File: src/shared/switch_snoop_regs.vh
// register offsets, field positions and reset values of the global group
`ifndef SWITCH_SNOOP_REGS_VH
`define SWITCH_SNOOP_REGS_VH

`define ADDR_W             16
`define ADDR_MIRROR_CTRL   16'h0370
`define ADDR_WRED_MAP      16'h0378
`define ADDR_QUEUE_CTRL    16'h0390
`define ADDR_VLAN_WORD0    16'h0400
`define ADDR_VLAN_WORD1    16'h0404
`define ADDR_VLAN_WORD2    16'h0408
`define ADDR_VLAN_INDEX    16'h040c
`define ADDR_VLAN_ACTION   16'h040e

`define MIR_IGMP_BIT       6
`define MIR_MLDOPT_BIT     3
`define MIR_MLD_BIT        2
`define MIR_SNIFF_BIT      0

`define WRED_RED_HI        5
`define WRED_RED_LO        4
`define WRED_YEL_HI        3
`define WRED_YEL_LO        2
`define WRED_GRN_HI        1
`define WRED_GRN_LO        0
`define WRED_RED_RST       2'h3
`define WRED_YEL_RST       2'h2
`define WRED_GRN_RST       2'h1

`define QM_MAP_HI          7
`define QM_MAP_LO          6
`define QM_DISCARD_BIT     1
`define QM_MAP_RST         2'h2
`define QM_DISCARD_RST     1'b1
`define QMAP_P3_HIGH       2'h0
`define QMAP_UNUSED        2'h1
`define QMAP_P2_HIGH       2'h2
`define QMAP_P1_HIGH       2'h3

`define VE_VALID_BIT       31
`define VE_FO_BIT          27
`define VE_PRIO_HI         26
`define VE_PRIO_LO         24
`define VE_MSTP_HI         14
`define VE_MSTP_LO         12
`define VE_FID_HI          6
`define VE_FID_LO          0
`define VE_MAP_HI          6
`define VE_MAP_LO          0

`define VIDX_HI            11
`define ACT_START_BIT      7
`define ACT_CODE_HI        1
`define ACT_NOP            2'h0
`define ACT_WRITE          2'h1
`define ACT_READ           2'h2
`define ACT_CLEAR          2'h3

`define NH_HOPBYHOP        8'h00
`define NH_ICMPV4          8'h01
`define NH_ICMPV6          8'h3a
`define NH_ROUTING         8'h2b
`define NH_FRAGMENT        8'h2c
`define NH_ESP             8'h32
`define NH_AUTH            8'h33
`define NH_DESTOPT         8'h3c

`endif

File: src/switch_snoop_qos_vlan_regs.v
// global snooping, mirroring, qos and vlan entry staging registers
// Behaviour
// - ipv4 snoop enable bit 6 sends every igmp packet to host port
// - ipv6 snoop enable bit 2 sends every mld packet to host port
// - option one: next header 43,44,50,51,60, also behind hop-by-hop
// - option zero: next header 1 or 58, also behind hop-by-hop
// - sniff mode one: source and destination both must match
// - sniff mode zero: source or destination match suffices
// - mirroring needs per-port ingress mirror enable as well
// - wred map: red 5:4=11b, yellow 3:2=10b, green 1:0=01b
// - bits 7:6 (reset 10b) map two-bit priority into two queues
// - 00: 3 high; 10: 2-3 high; 11: 1-3 high; 01 unused
// - discard bit 1 (reset 1) restricts frames to member ports
// - discard clear leaves single-destination frames unrestricted
// - mirrored single-destination frame with no member destination port is dropped by the restriction
// - entry word0 bit 31 marks the vlan entry valid
// - forward option bit 27 selects entry forward map or member-filtered destination map
// - priority in 26:24, spanning instance index in 14:12
// - 7-bit filter group id in bits 6:0
// - untag map bits 6:0 for ports 7..1, one strips the tag
// - forward map bits 6:0 for ports 7..1, used only with option set
// - action code: 00 nop, 01 write, 10 read, 11 clear all
`timescale 1ns/1ps
`default_nettype none
`include "switch_snoop_regs.vh"
module switch_snoop_qos_vlan_regs (
	input  wire                 clk,
	input  wire                 rst,
	input  wire [`ADDR_W-1:0]   regAddr,
	input  wire                 regWrEn,
	input  wire [7:0]           regWrData,
	input  wire                 regRdEn,
	output reg  [7:0]           regRdData,
	output reg                  regRdValid,
	input  wire                 tableDone,
	input  wire                 tableRdLoad,
	input  wire [31:0]          tableRdWord0,
	input  wire [6:0]           tableRdUntag,
	input  wire [6:0]           tableRdForward,
	output reg                  tableActionStrobe,
	output reg  [1:0]           tableActionCode,
	output reg  [11:0]          tableIndex,
	output wire [31:0]          stageWord0,
	output wire [6:0]           stageUntag,
	output wire [6:0]           stageForward,
	input  wire                 frameValid,
	input  wire                 frameIsIgmp,
	input  wire                 frameIsIpv6,
	input  wire [7:0]           nextHeader,
	input  wire [7:0]           hopNextHeader,
	input  wire                 ingressMirrorEn,
	input  wire                 srcPortMatch,
	input  wire                 dstPortMatch,
	input  wire [1:0]           regenPriority,
	input  wire                 singleDest,
	input  wire [6:0]           destPortMap,
	input  wire [6:0]           memberPortMap,
	input  wire                 vlanHit,
	input  wire [6:0]           lookupPortMap,
	output reg                  resultValid,
	output reg                  toHost,
	output reg                  mirror,
	output reg                  highQueue,
	output reg  [6:0]           egressPortMap,
	output reg                  dropFrame,
	output reg  [1:0]           redCode,
	output reg  [1:0]           yellowCode,
	output reg  [1:0]           greenCode
);
	// register fields, reserved bits are never stored
	reg        igmpSnoopEn_reg;
	reg        ipv6SnoopMatchOption_reg;
	reg        mldSnoopEn_reg;
	reg        sniffAndMode_reg;
	reg [1:0]  redCode_reg;
	reg [1:0]  yellowCode_reg;
	reg [1:0]  greenCode_reg;
	reg [1:0]  twoQueuePriorityMap_reg;
	reg        membershipDiscard_reg;
	reg        entryValid_reg;
	reg        forwardOptionBit_reg;
	reg [2:0]  entryPriority_reg;
	reg [2:0]  spanningInstanceIndex_reg;
	reg [6:0]  filterGroupId_reg;
	reg [6:0]  untagMap_reg;
	reg [6:0]  forwardMap_reg;
	reg [11:0] vlanIndex_reg;
	reg        actionBusy_reg;
	reg [1:0]  actionCode_reg;

	wire [6:0] filteredMap;
	wire       snoopHit;
	wire       mirrorHit;
	wire       queueHigh;
	wire       dropHit;

	// word0 image of the staged entry, reserved bits held at zero
	assign stageWord0 = {entryValid_reg, 3'h0, forwardOptionBit_reg,
		entryPriority_reg, 9'h000, spanningInstanceIndex_reg, 5'h00,
		filterGroupId_reg};
	assign stageUntag = untagMap_reg;
	assign stageForward = forwardMap_reg;

	// 32-bit registers are big-endian: base+0 holds bits 31:24
	function [7:0] readByte;
		input [`ADDR_W-1:0] a;
		reg   [31:0]        w;
		begin
			w = 32'h00000000;
			case ({a[`ADDR_W-1:2], 2'b00})
			`ADDR_MIRROR_CTRL: w = {1'b0, igmpSnoopEn_reg, 2'b00,
				ipv6SnoopMatchOption_reg, mldSnoopEn_reg, 1'b0,
				sniffAndMode_reg, 24'h000000};
			`ADDR_WRED_MAP: w = {2'b00, redCode_reg, yellowCode_reg,
				greenCode_reg, 24'h000000};
			`ADDR_QUEUE_CTRL: w = {24'h000000, twoQueuePriorityMap_reg,
				4'h0, membershipDiscard_reg, 1'b0};
			`ADDR_VLAN_WORD0: w = stageWord0;
			`ADDR_VLAN_WORD1: w = {25'h0000000, untagMap_reg};
			`ADDR_VLAN_WORD2: w = {25'h0000000, forwardMap_reg};
			`ADDR_VLAN_INDEX: w = {4'h0, vlanIndex_reg, actionBusy_reg,
				5'h00, actionCode_reg, 8'h00};
			default: w = 32'h00000000; // unmapped reads zero
			endcase
			case (a[1:0])
			2'b00:   readByte = w[31:24];
			2'b01:   readByte = w[23:16];
			2'b10:   readByte = w[15:8];
			default: readByte = w[7:0];
			endcase
		end
	endfunction

	function isAddr;
		input [`ADDR_W-1:0] a;
		input [`ADDR_W-1:0] b;
		begin
			isAddr = (a == b);
		end
	endfunction

	always @(posedge clk or posedge rst) begin
		if (rst) begin
			regRdData <= 8'h00;
			regRdValid <= 1'b0;
		end else begin
			regRdValid <= regRdEn;
			regRdData <= regRdEn ? readByte(regAddr) : regRdData;
		end
	end

	// writes touch only named fields, reserved bits drop away
	always @(posedge clk or posedge rst) begin
		if (rst) begin
			igmpSnoopEn_reg <= 1'b0;
			ipv6SnoopMatchOption_reg <= 1'b0;
			mldSnoopEn_reg <= 1'b0;
			sniffAndMode_reg <= 1'b0;
			redCode_reg <= `WRED_RED_RST;
			yellowCode_reg <= `WRED_YEL_RST;
			greenCode_reg <= `WRED_GRN_RST;
			twoQueuePriorityMap_reg <= `QM_MAP_RST;
			membershipDiscard_reg <= `QM_DISCARD_RST;
			vlanIndex_reg <= 12'h000;
		end else if (regWrEn) begin
			if (isAddr(regAddr, `ADDR_MIRROR_CTRL)) begin
				igmpSnoopEn_reg <= regWrData[`MIR_IGMP_BIT];
				ipv6SnoopMatchOption_reg <= regWrData[`MIR_MLDOPT_BIT];
				mldSnoopEn_reg <= regWrData[`MIR_MLD_BIT];
				sniffAndMode_reg <= regWrData[`MIR_SNIFF_BIT];
			end
			if (isAddr(regAddr, `ADDR_WRED_MAP)) begin
				redCode_reg <= regWrData[`WRED_RED_HI:`WRED_RED_LO];
				yellowCode_reg <= regWrData[`WRED_YEL_HI:`WRED_YEL_LO];
				greenCode_reg <= regWrData[`WRED_GRN_HI:`WRED_GRN_LO];
			end
			if (isAddr(regAddr, `ADDR_QUEUE_CTRL + 16'h0003)) begin
				twoQueuePriorityMap_reg <= regWrData[`QM_MAP_HI:`QM_MAP_LO];
				membershipDiscard_reg <= regWrData[`QM_DISCARD_BIT];
			end
			if (isAddr(regAddr, `ADDR_VLAN_INDEX))
				vlanIndex_reg[`VIDX_HI:8] <= regWrData[3:0];
			if (isAddr(regAddr, `ADDR_VLAN_INDEX + 16'h0001))
				vlanIndex_reg[7:0] <= regWrData;
		end
	end

	// staging registers: software writes, or a completed table read loads
	always @(posedge clk or posedge rst) begin
		if (rst) begin
			entryValid_reg <= 1'b0;
			forwardOptionBit_reg <= 1'b0;
			entryPriority_reg <= 3'h0;
			spanningInstanceIndex_reg <= 3'h0;
			filterGroupId_reg <= 7'h00;
			untagMap_reg <= 7'h00;
			forwardMap_reg <= 7'h00;
		end else if (tableRdLoad) begin
			entryValid_reg <= tableRdWord0[`VE_VALID_BIT];
			forwardOptionBit_reg <= tableRdWord0[`VE_FO_BIT];
			entryPriority_reg <= tableRdWord0[`VE_PRIO_HI:`VE_PRIO_LO];
			spanningInstanceIndex_reg <=
				tableRdWord0[`VE_MSTP_HI:`VE_MSTP_LO];
			filterGroupId_reg <= tableRdWord0[`VE_FID_HI:`VE_FID_LO];
			untagMap_reg <= tableRdUntag;
			forwardMap_reg <= tableRdForward;
		end else if (regWrEn) begin
			if (isAddr(regAddr, `ADDR_VLAN_WORD0)) begin
				entryValid_reg <= regWrData[`VE_VALID_BIT-24];
				forwardOptionBit_reg <= regWrData[`VE_FO_BIT-24];
				entryPriority_reg <=
					regWrData[`VE_PRIO_HI-24:`VE_PRIO_LO-24];
			end
			if (isAddr(regAddr, `ADDR_VLAN_WORD0 + 16'h0002))
				spanningInstanceIndex_reg <=
					regWrData[`VE_MSTP_HI-8:`VE_MSTP_LO-8];
			if (isAddr(regAddr, `ADDR_VLAN_WORD0 + 16'h0003))
				filterGroupId_reg <= regWrData[`VE_FID_HI:`VE_FID_LO];
			if (isAddr(regAddr, `ADDR_VLAN_WORD1 + 16'h0003))
				untagMap_reg <= regWrData[`VE_MAP_HI:`VE_MAP_LO];
			if (isAddr(regAddr, `ADDR_VLAN_WORD2 + 16'h0003))
				forwardMap_reg <= regWrData[`VE_MAP_HI:`VE_MAP_LO];
		end
	end

	// action start: one strobe out, busy until the table engine is done
	always @(posedge clk or posedge rst) begin
		if (rst) begin
			actionBusy_reg <= 1'b0;
			actionCode_reg <= `ACT_NOP;
			tableActionStrobe <= 1'b0;
			tableActionCode <= `ACT_NOP;
			tableIndex <= 12'h000;
		end else begin
			tableActionStrobe <= 1'b0;
			if (regWrEn && !actionBusy_reg &&
				isAddr(regAddr, `ADDR_VLAN_ACTION)) begin
				actionCode_reg <= regWrData[`ACT_CODE_HI:0];
				// a nop start finishes at once, nothing to wait for
				if (regWrData[`ACT_START_BIT] &&
					regWrData[`ACT_CODE_HI:0] != `ACT_NOP) begin
					actionBusy_reg <= 1'b1;
					tableActionStrobe <= 1'b1;
					tableActionCode <= regWrData[`ACT_CODE_HI:0];
					tableIndex <= vlanIndex_reg;
				end
			end else if (tableDone)
				actionBusy_reg <= 1'b0;
		end
	end

	snoop_classifier snoop (
		.igmpSnoopEn          (igmpSnoopEn_reg),
		.mldSnoopEn           (mldSnoopEn_reg),
		.ipv6SnoopMatchOption (ipv6SnoopMatchOption_reg),
		.frameIsIgmp          (frameIsIgmp),
		.frameIsIpv6          (frameIsIpv6),
		.nextHeader           (nextHeader),
		.hopNextHeader        (hopNextHeader),
		.toHost               (snoopHit)
	);

	mirror_queue_filter filter (
		.sniffAndMode        (sniffAndMode_reg),
		.ingressMirrorEn     (ingressMirrorEn),
		.srcPortMatch        (srcPortMatch),
		.dstPortMatch        (dstPortMatch),
		.twoQueuePriorityMap (twoQueuePriorityMap_reg),
		.regenPriority       (regenPriority),
		.membershipDiscard   (membershipDiscard_reg),
		.singleDest          (singleDest),
		.destPortMap         (destPortMap),
		.memberPortMap       (memberPortMap),
		.mirror              (mirrorHit),
		.highQueue           (queueHigh),
		.egressPortMap       (filteredMap),
		.dropFrame           (dropHit)
	);

	// one-cycle registered verdict per frame; verdict outputs hold between frames, wred codes follow the map register
	always @(posedge clk or posedge rst) begin
		if (rst) begin
			resultValid <= 1'b0;
			toHost <= 1'b0;
			mirror <= 1'b0;
			highQueue <= 1'b0;
			egressPortMap <= 7'h00;
			dropFrame <= 1'b0;
			redCode <= `WRED_RED_RST;
			yellowCode <= `WRED_YEL_RST;
			greenCode <= `WRED_GRN_RST;
		end else begin
			resultValid <= frameValid;
			redCode <= redCode_reg;
			yellowCode <= yellowCode_reg;
			greenCode <= greenCode_reg;
			if (frameValid) begin
				toHost <= snoopHit;
				mirror <= mirrorHit;
				highQueue <= queueHigh;
				dropFrame <= dropHit;
				// forward option overrides the member-filtered destination map
				egressPortMap <= (vlanHit && forwardOptionBit_reg) ?
					forwardMap_reg : filteredMap;
			end
		end
	end
endmodule // switch_snoop_qos_vlan_regs
`default_nettype wire

File: src/snoop_classifier.v
// decides whether an igmp or ipv6 frame is copied to the host port
`timescale 1ns/1ps
`default_nettype none
`include "switch_snoop_regs.vh"
module snoop_classifier (
	input  wire       igmpSnoopEn,
	input  wire       mldSnoopEn,
	input  wire       ipv6SnoopMatchOption,
	input  wire       frameIsIgmp,
	input  wire       frameIsIpv6,
	input  wire [7:0] nextHeader,
	input  wire [7:0] hopNextHeader,
	output wire       toHost
);
	function headerHit;
		input [7:0] nh;
		input       opt;
		begin
			if (opt)
				headerHit = (nh == `NH_ROUTING) || (nh == `NH_FRAGMENT) ||
					(nh == `NH_ESP) || (nh == `NH_AUTH) ||
					(nh == `NH_DESTOPT);
			else
				headerHit = (nh == `NH_ICMPV4) || (nh == `NH_ICMPV6);
		end
	endfunction

	wire mldHit;
	assign mldHit = headerHit(nextHeader, ipv6SnoopMatchOption) ||
		((nextHeader == `NH_HOPBYHOP) &&
		headerHit(hopNextHeader, ipv6SnoopMatchOption));
	assign toHost = (igmpSnoopEn & frameIsIgmp) |
		(mldSnoopEn & frameIsIpv6 & mldHit);
endmodule // snoop_classifier
`default_nettype wire

File: src/mirror_queue_filter.v
// mirroring decision, two-queue mapping and membership restriction
`timescale 1ns/1ps
`default_nettype none
`include "switch_snoop_regs.vh"
module mirror_queue_filter (
	input  wire       sniffAndMode,
	input  wire       ingressMirrorEn,
	input  wire       srcPortMatch,
	input  wire       dstPortMatch,
	input  wire [1:0] twoQueuePriorityMap,
	input  wire [1:0] regenPriority,
	input  wire       membershipDiscard,
	input  wire       singleDest,
	input  wire [6:0] destPortMap,
	input  wire [6:0] memberPortMap,
	output wire       mirror,
	output reg        highQueue,
	output wire [6:0] egressPortMap,
	output wire       dropFrame
);
	wire filterHit;
	wire restrictMap;
	assign filterHit = sniffAndMode ? (srcPortMatch & dstPortMatch)
		: (srcPortMatch | dstPortMatch);
	// the global mode alone never mirrors
	assign mirror = ingressMirrorEn & filterHit;

	always @* begin
		case (twoQueuePriorityMap)
		`QMAP_P3_HIGH: highQueue = (regenPriority == 2'h3);
		`QMAP_P2_HIGH: highQueue = regenPriority[1];
		`QMAP_P1_HIGH: highQueue = (regenPriority != 2'h0);
		default:       highQueue = regenPriority[1]; // unused code, safe map
		endcase
	end

	assign restrictMap = membershipDiscard | ~singleDest;
	assign egressPortMap = restrictMap ? (destPortMap & memberPortMap)
		: destPortMap;
	// mirrored single-destination frames die on the membership check
	assign dropFrame = membershipDiscard & mirror & singleDest &
		((destPortMap & memberPortMap) == 7'h00);
endmodule // mirror_queue_filter
`default_nettype wire

File: config.mk
export PLATFORM = sky130hd
export DESIGN_NAME = switch_snoop_qos_vlan_regs
export DESIGN_NICKNAME = d
export VERILOG_FILES = /design/src/switch_snoop_qos_vlan_regs.v /design/src/snoop_classifier.v /design/src/mirror_queue_filter.v
export VERILOG_INCLUDE_DIRS = /design/src /design/src/shared
export SDC_FILE = /design/constraint.sdc
export NUM_CORES = 1
export LEC_CHECK = 0
export BUFFER_PORTS_ARGS = -buffer_cell sky130_fd_sc_hd__buf_4
export CORE_AREA = 2 2 107 213
export DETAILED_ROUTE_END_ITERATION = 7
export DIE_AREA = 0 0 109 215
export PLACE_DENSITY_LB_ADDON = 0.08
export SLEW_MARGIN = 20
export SYNTH_ARGS = -nofsm -noshare
export SYNTH_HDL_FRONTEND = slang
export SYNTH_HIERARCHICAL = 1
export SYNTH_SLANG_ARGS = --single-unit
export TNS_END_PERCENT = 1
File: constraint.sdc
create_clock -name clk -period 3.1 [get_ports clk]
set_input_delay 0.155 -clock clk [delete_from_list [all_inputs] [get_ports clk]]
set_output_delay 0.155 -clock clk [all_outputs]
set_load 0.005 [all_outputs]
Word level (Yosys, flattened, before mapping)
Index checks and enable logic that the tools add are counted.

Output and inout bits: 88. Flip-flop bits (word level): 99.

Bitwise operators: 13. Mux-type cells: 34. Reduce and logical (&&, ||, !) cells: 42. Equal/unequal tests: 37.

Operator list (count): 32-bit case mux with 7 select lines (1); 16-bit by 11-bit equality test with 1-bit output, second input constant (8); 8-bit by 6-bit equality test with 1-bit output, second input constant (12); 7-bit 2-to-1 mux (11); 14-bit by 9-bit equality test with 1-bit output, second input constant (4); 16-bit by 10-bit equality test with 1-bit output, second input constant (3); 14-bit by 8-bit equality test with 1-bit output, second input constant (3); 8-bit case mux with 3 select lines (1); 2-bit AND reduction (12); 3-bit 2-to-1 mux (6); 2-bit nonzero test (9); 8-bit by 1-bit equality test with 1-bit output, second input constant (2); 1-bit 2-to-1 mux (14); 1-bit logical OR (11); 1-bit AND (8); 8-bit logical NOT (1); 7-bit AND (1); 7-bit logical NOT (1); 2-bit equality test, second input constant (3); 1-bit logical AND (5); 2-bit logical NOT (2); 1-bit bitwise OR (3); 2-bit by 1-bit equality test with 1-bit output, second input constant (1); 2-bit by 1-bit inequality test with 1-bit output, second input constant (1); 3 further kinds (3).

Logic depth before layout (Yosys ltp)
Depth in word-level cells: 10. Depth in mapped cells: 8. Depth with buffers taken out: 6.

Modules after synthesis
The synthesis kept the hierarchy.

By module, submodules not included: switch_snoop_qos_vlan_regs (instances 1, sequential area each 2489.9 µm², area an instance 4981.0 µm², cells an instance 424); snoop_classifier (instances 1, sequential area each 0.0 µm², area an instance 200.2 µm², cells an instance 32); mirror_queue_filter (instances 1, sequential area each 0.0 µm², area an instance 191.4 µm², cells an instance 28).

Least setup slack after synthesis
Ideal clock, no wire load.

Path type: input -> register. From: input regAddr[7]. To: register entryValid_reg. Stages: 5. Arrival: 1.665 ns. Slack: 1.310 ns. Path through: nor4b_4 nand4_4 nor3_4 mux2_2 mux2_2.

Longest elaborated chain between the ends: 3.

Ends and longest elaborated chain: start, declared (RTL line switch_snoop_qos_vlan_regs.v:29) `` input wire [`ADDR_W-1:0] regAddr, ``; 16-bit by 11-bit equality test with 1-bit output (RTL line switch_snoop_qos_vlan_regs.v:138) `isAddr = (a == b);`; 2-bit nonzero test (no source line); 2-bit AND reduction (no source line); end signal, assigned (RTL line switch_snoop_qos_vlan_regs.v:199) `` entryValid_reg <= tableRdWord0[`VE_VALID_BIT]; ``; end signal, assigned (RTL line switch_snoop_qos_vlan_regs.v:209) `` entryValid_reg <= regWrData[`VE_VALID_BIT-24]; ``; end, declared (RTL line switch_snoop_qos_vlan_regs.v:80) `reg entryValid_reg;`.

No other way between the ends. A chain may end at the register's enable or synchronous reset.

Worst setup path in the final report
From: input regAddr[7]. To: register forwardMap_reg[6], in the netlist stageForward[6].

Longest elaborated chain between the ends: 3.

Ends and longest elaborated chain: 16-bit by 11-bit equality test with 1-bit output (RTL line switch_snoop_qos_vlan_regs.v:138); 2-bit nonzero test (no source line); 2-bit AND reduction (no source line); end signal, assigned (RTL line switch_snoop_qos_vlan_regs.v:206) `forwardMap_reg <= tableRdForward;`; end signal, assigned (RTL line switch_snoop_qos_vlan_regs.v:222) `` forwardMap_reg <= regWrData[`VE_MAP_HI:`VE_MAP_LO]; ``; end, declared (RTL line switch_snoop_qos_vlan_regs.v:86) `reg [6:0] forwardMap_reg;`.

No other way between the ends.

==> metrics list <==
- Routability-driven placement finished with a final weighted congestion of 0.7919.
* Max clock buf depth: 2
* First-pass DRT Iterations: 5
* Number of register bits inferred by synthesis: 99
* Post-synthesis cell area: 5373 sq um
- Number of cells upsized or downsized after cts: 0
- Critical R2R Capture: toHost
- Worst Path Class, Setup: in -> reg
* Die height: 215 microns
* Die outline width: 109 microns
* Final-report max-slew violation count: 0
- Fraction of registers with async set/reset: 100.0%
* Arrival time at the worst endpoint: 2.20 ns
- After routing, the total negative slack on setup checks comes to 0 ns.
* Wire length of the first global-routing pass: 28,130 microns
* Total number of yosys warnings: 6
- The worst register-to-register path begins at ipv6SnoopMatchOption_reg.
- Die outline area: 23,440 sq um
- Final Power: 3.152 mW
- Clock skew after layout: 0.005635 ns
- In this run the most critical hold path is launched from tableRdWord0[12].
- Clock tree from TritonCTS: built
- The worst path in the final design needs a cycle of 1.969 ns, including I/O delays and setup.
- Of the synthesized area, sequential elements account for 46.34%.
- After layout, the worst setup slack is 1.131 ns.
- Startpoint kind of the worst setup timing path: primary input
- The clock network burns 40.9% of the power.
- Fraction of layout cells with a size suffix above 1: 40.22%
- Total clock sinks: 99
- Max-cap violations in this run came to 0.
* IO Count: 211
* Root buf cell: sky130_fd_sc_hd__clkbuf_16
- The H-tree was split into 3 levels.
- Vias/cell: 4.922
- Type of destination of the critical path: flop
- Final core utilization: 32.75%
* CTS clock-pin slew for the worst setup and hold paths: 0.07 ns
* Part of the power in combinational logic: 14.8%
- Core region area: 21,870 sq um
- Setup violations remaining at the end of the flow were counted as 0.
* Largest net degree at the start of global routing: 65
- Count of flip-flops with a built-in enable after synthesis: 0
- For this design, the CTS-stage hold fixing added 2 buffers.
- Internal portion of total power: 2.374 mW
- The path class of the tightest hold or removal check is in -> reg.
- Congestion Overflow GR: 0
- Areal power density over the cells: 440.1 nW/um^2
- Setup repair after global routing missed its margin: no
- Leakage power of the design: 3.354 nW
* Total via count after detailed routing: 4,553
- Destination of the worst hold path: spanningInstanceIndex_reg[0]
- Across all register-to-register paths, the minimum setup slack is 1.48 ns.
- OpenSTA, run right after detailed placement, puts the worst setup slack at 0.7945 ns.
* Clock insertion delay at the later pin of the skew report: 0.35 ns
- Derived from the worst setup path, the maximum achievable clock frequency is 507.8 MHz.
* Worst slew pin tran: 0.7550 ns
- In this run switching power makes up 24.70% of total power.
- Number of remaining DRC errors: 0
* Row Count: 77
- # Post-CTS Setup Buffers: 0
- The number of clock buffers added by TritonCTS is 9.
* Data required, critical path: 3.33 ns
* Run status: finished clean
- Average instance area after synthesis: 11.10 sq um
- Sequential cell fraction of total power: 44.3%
- Max_slew headroom: 49.67%
- Number of buffers added on ports: 169
- The detailed router finished its first iteration with 294 violations.
* Sum of routed wire length over all layers: 18,840 microns
- Signed area change from the synthesized netlist to the final layout: 33.33%
* Worst vdd ir: 204.1 uV
* HPWL Detailed: 14,340 microns
* All-layer global routing usage: 16.23%
- Worst r2r path cells: 6
* Number of endpoints with negative hold slack in the final report: 0
- The via count of the first global-routing pass is 4,580.
- 0 antenna diodes ended up in the layout.
- Final worst path period share: 63.53%
- For this run, the post-layout net count is 769.
- Post-synthesis cell count: 484
- Largest fanout on the critical path: 14
* Post-route antenna net violation count: 0
- The worst hold path passes through 3 cells.
* Starting density of the core: 24.57%
- Switching power: 0.7785 mW
- The initial antenna violation count is 0.
- Unique masters post-synth: 72
* Prevailing post-synth register cell: sky130_fd_sc_hd__dfrtp_1
- Routed wire length per instance: 20.37 microns
## layout by cell type, fill, tap and decap left out, types with 5 or more instances in the layout
master	n
sky130_fd_sc_hd__o22ai_1	5
sky130_fd_sc_hd__o21a_1	9
sky130_fd_sc_hd__mux2_2	44
sky130_fd_sc_hd__a221o_1	25
sky130_fd_sc_hd__nand3_1	7
sky130_fd_sc_hd__a22oi_1	7
sky130_fd_sc_hd__dfstp_2	10
sky130_fd_sc_hd__conb_1	17
sky130_fd_sc_hd__dfrtp_1	89
sky130_fd_sc_hd__nor2b_1	11
sky130_fd_sc_hd__nand2_1	27
sky130_fd_sc_hd__and4_1	5
sky130_fd_sc_hd__nor3b_1	27
sky130_fd_sc_hd__nand4_1	5
sky130_fd_sc_hd__buf_4	174
sky130_fd_sc_hd__o21ai_0	17
sky130_fd_sc_hd__nor2_1	18
sky130_fd_sc_hd__a21oi_1	24
sky130_fd_sc_hd__mux2i_1	19
sky130_fd_sc_hd__clkbuf_16	9
sky130_fd_sc_hd__inv_1	9
## synth_stat cells (5+ instances only)
cell | instances | area [sq um]
sky130_fd_sc_hd__nor2b_1 | 11 | 68.82
sky130_fd_sc_hd__buf_4 | 22 | 165.2
sky130_fd_sc_hd__a221o_1 | 25 | 250.2
sky130_fd_sc_hd__nor2_1 | 18 | 67.56
sky130_fd_sc_hd__dfstp_2 | 10 | 262.8
sky130_fd_sc_hd__nor3b_1 | 27 | 202.7
sky130_fd_sc_hd__nand3_1 | 7 | 35.03
sky130_fd_sc_hd__mux2_2 | 44 | 495.5
sky130_fd_sc_hd__and4_1 | 5 | 43.79
sky130_fd_sc_hd__o22ai_1 | 5 | 31.28
sky130_fd_sc_hd__inv_1 | 10 | 37.54
sky130_fd_sc_hd__o21a_1 | 9 | 67.56
sky130_fd_sc_hd__dfrtp_1 | 89 | 2227
sky130_fd_sc_hd__a22oi_1 | 7 | 52.55
sky130_fd_sc_hd__o21ai_0 | 17 | 85.08
sky130_fd_sc_hd__a21oi_1 | 24 | 120.1
sky130_fd_sc_hd__mux2i_1 | 19 | 190.2
sky130_fd_sc_hd__clkbuf_1 | 14 | 52.55
sky130_fd_sc_hd__nand2_1 | 27 | 101.4
sky130_fd_sc_hd__nand4_1 | 5 | 31.28
## worst max-delay path by stage
| stage | start | to | slack, ns | cells past startpoint |
|---|---|---|---|---|
| floorplan | rst | actionBusy_reg | 0.37 | 1 |
| global placement | regAddr[7] | stageForward[6] | 0.80 | 6 |
| detailed placement | regAddr[7] | stageForward[6] | 0.79 | 6 |
| CTS | regAddr[7] | stageForward[6] | 1.16 | 6 |
| global route | regAddr[7] | stageForward[6] | 0.98 | 6 |
| finish | regAddr[7] | stageForward[6] | 1.13 | 6 |
## critical path, cell delays in order
cell and delay [ns]:
sky130_fd_sc_hd__buf_4 0.13, sky130_fd_sc_hd__nor4b_4 0.44, sky130_fd_sc_hd__and4_1 0.48, sky130_fd_sc_hd__and3b_1 0.59, sky130_fd_sc_hd__nor3b_1 0.11, sky130_fd_sc_hd__a221o_1 0.28
## final cells by class
cell class / instances / area, sq um
clock buffers: 11 / 232.7
clock inverters: 5 / 102.6
fillers: 2268 / 14710
inverters: 12 / 47.55
multi-input cells: 346 / 2619
flip-flops and latches: 99 / 2490
well taps: 276 / 345.3
repair buffers: 176 / 1326
## kinds of logic (layout without fill, tap and decap cells)
| family | Yosys count | after routing | share of synthesized area, % |
|---|---|---|---|
| simple gates | 142 | 142 | 17.35 |
| compound gates | 121 | 121 | 16.77 |
| flops | 99 | 99 | 46.34 |
| mux | 64 | 64 | 12.97 |
| buf+inv | 55 | 204 | 6.031 |
| fa+ha+maj | 2 | 2 | 0.4657 |
| other cells | 1 | 17 | 0.06980 |
## metrics by stage
| stage | cells | cell area (sq um) | hold WS (ns) |
|---|---|---|---|
| finish | 925 | 7163 | 0.02072 |
| CTS | 925 | 7163 | 0.007364 |
| global placement | 907 | 6808 | 0.3502 |
| global route | 925 | 7163 | 0.01971 |
| detailed placement | 907 | 6808 | 0.3581 |
| floorplan | 500 | 5433 | 0.1864 |
## power by group through the flow
stage / Clock [mW] / Sequential (mW) / Combinational (mW)
finish: 1.29 / 1.40 / 0.465
global route: 1.37 / 1.40 / 0.509
CTS: 1.34 / 1.40 / 0.475
detailed placement: 0 / 1.42 / 0.472
global placement: 0 / 1.42 / 0.470
floorplan: 0 / 1.40 / 0.214
## per-layer routing
metal	global-route usage, %	wire (microns)	vias up
met3	2.972	947	13
met5	0	0	-
met1	21.07	8017	2262
met2	27.14	9573	152
li1	-	-	2126
met4	4.615	302	0
Power figures use the tool's default switching activity.
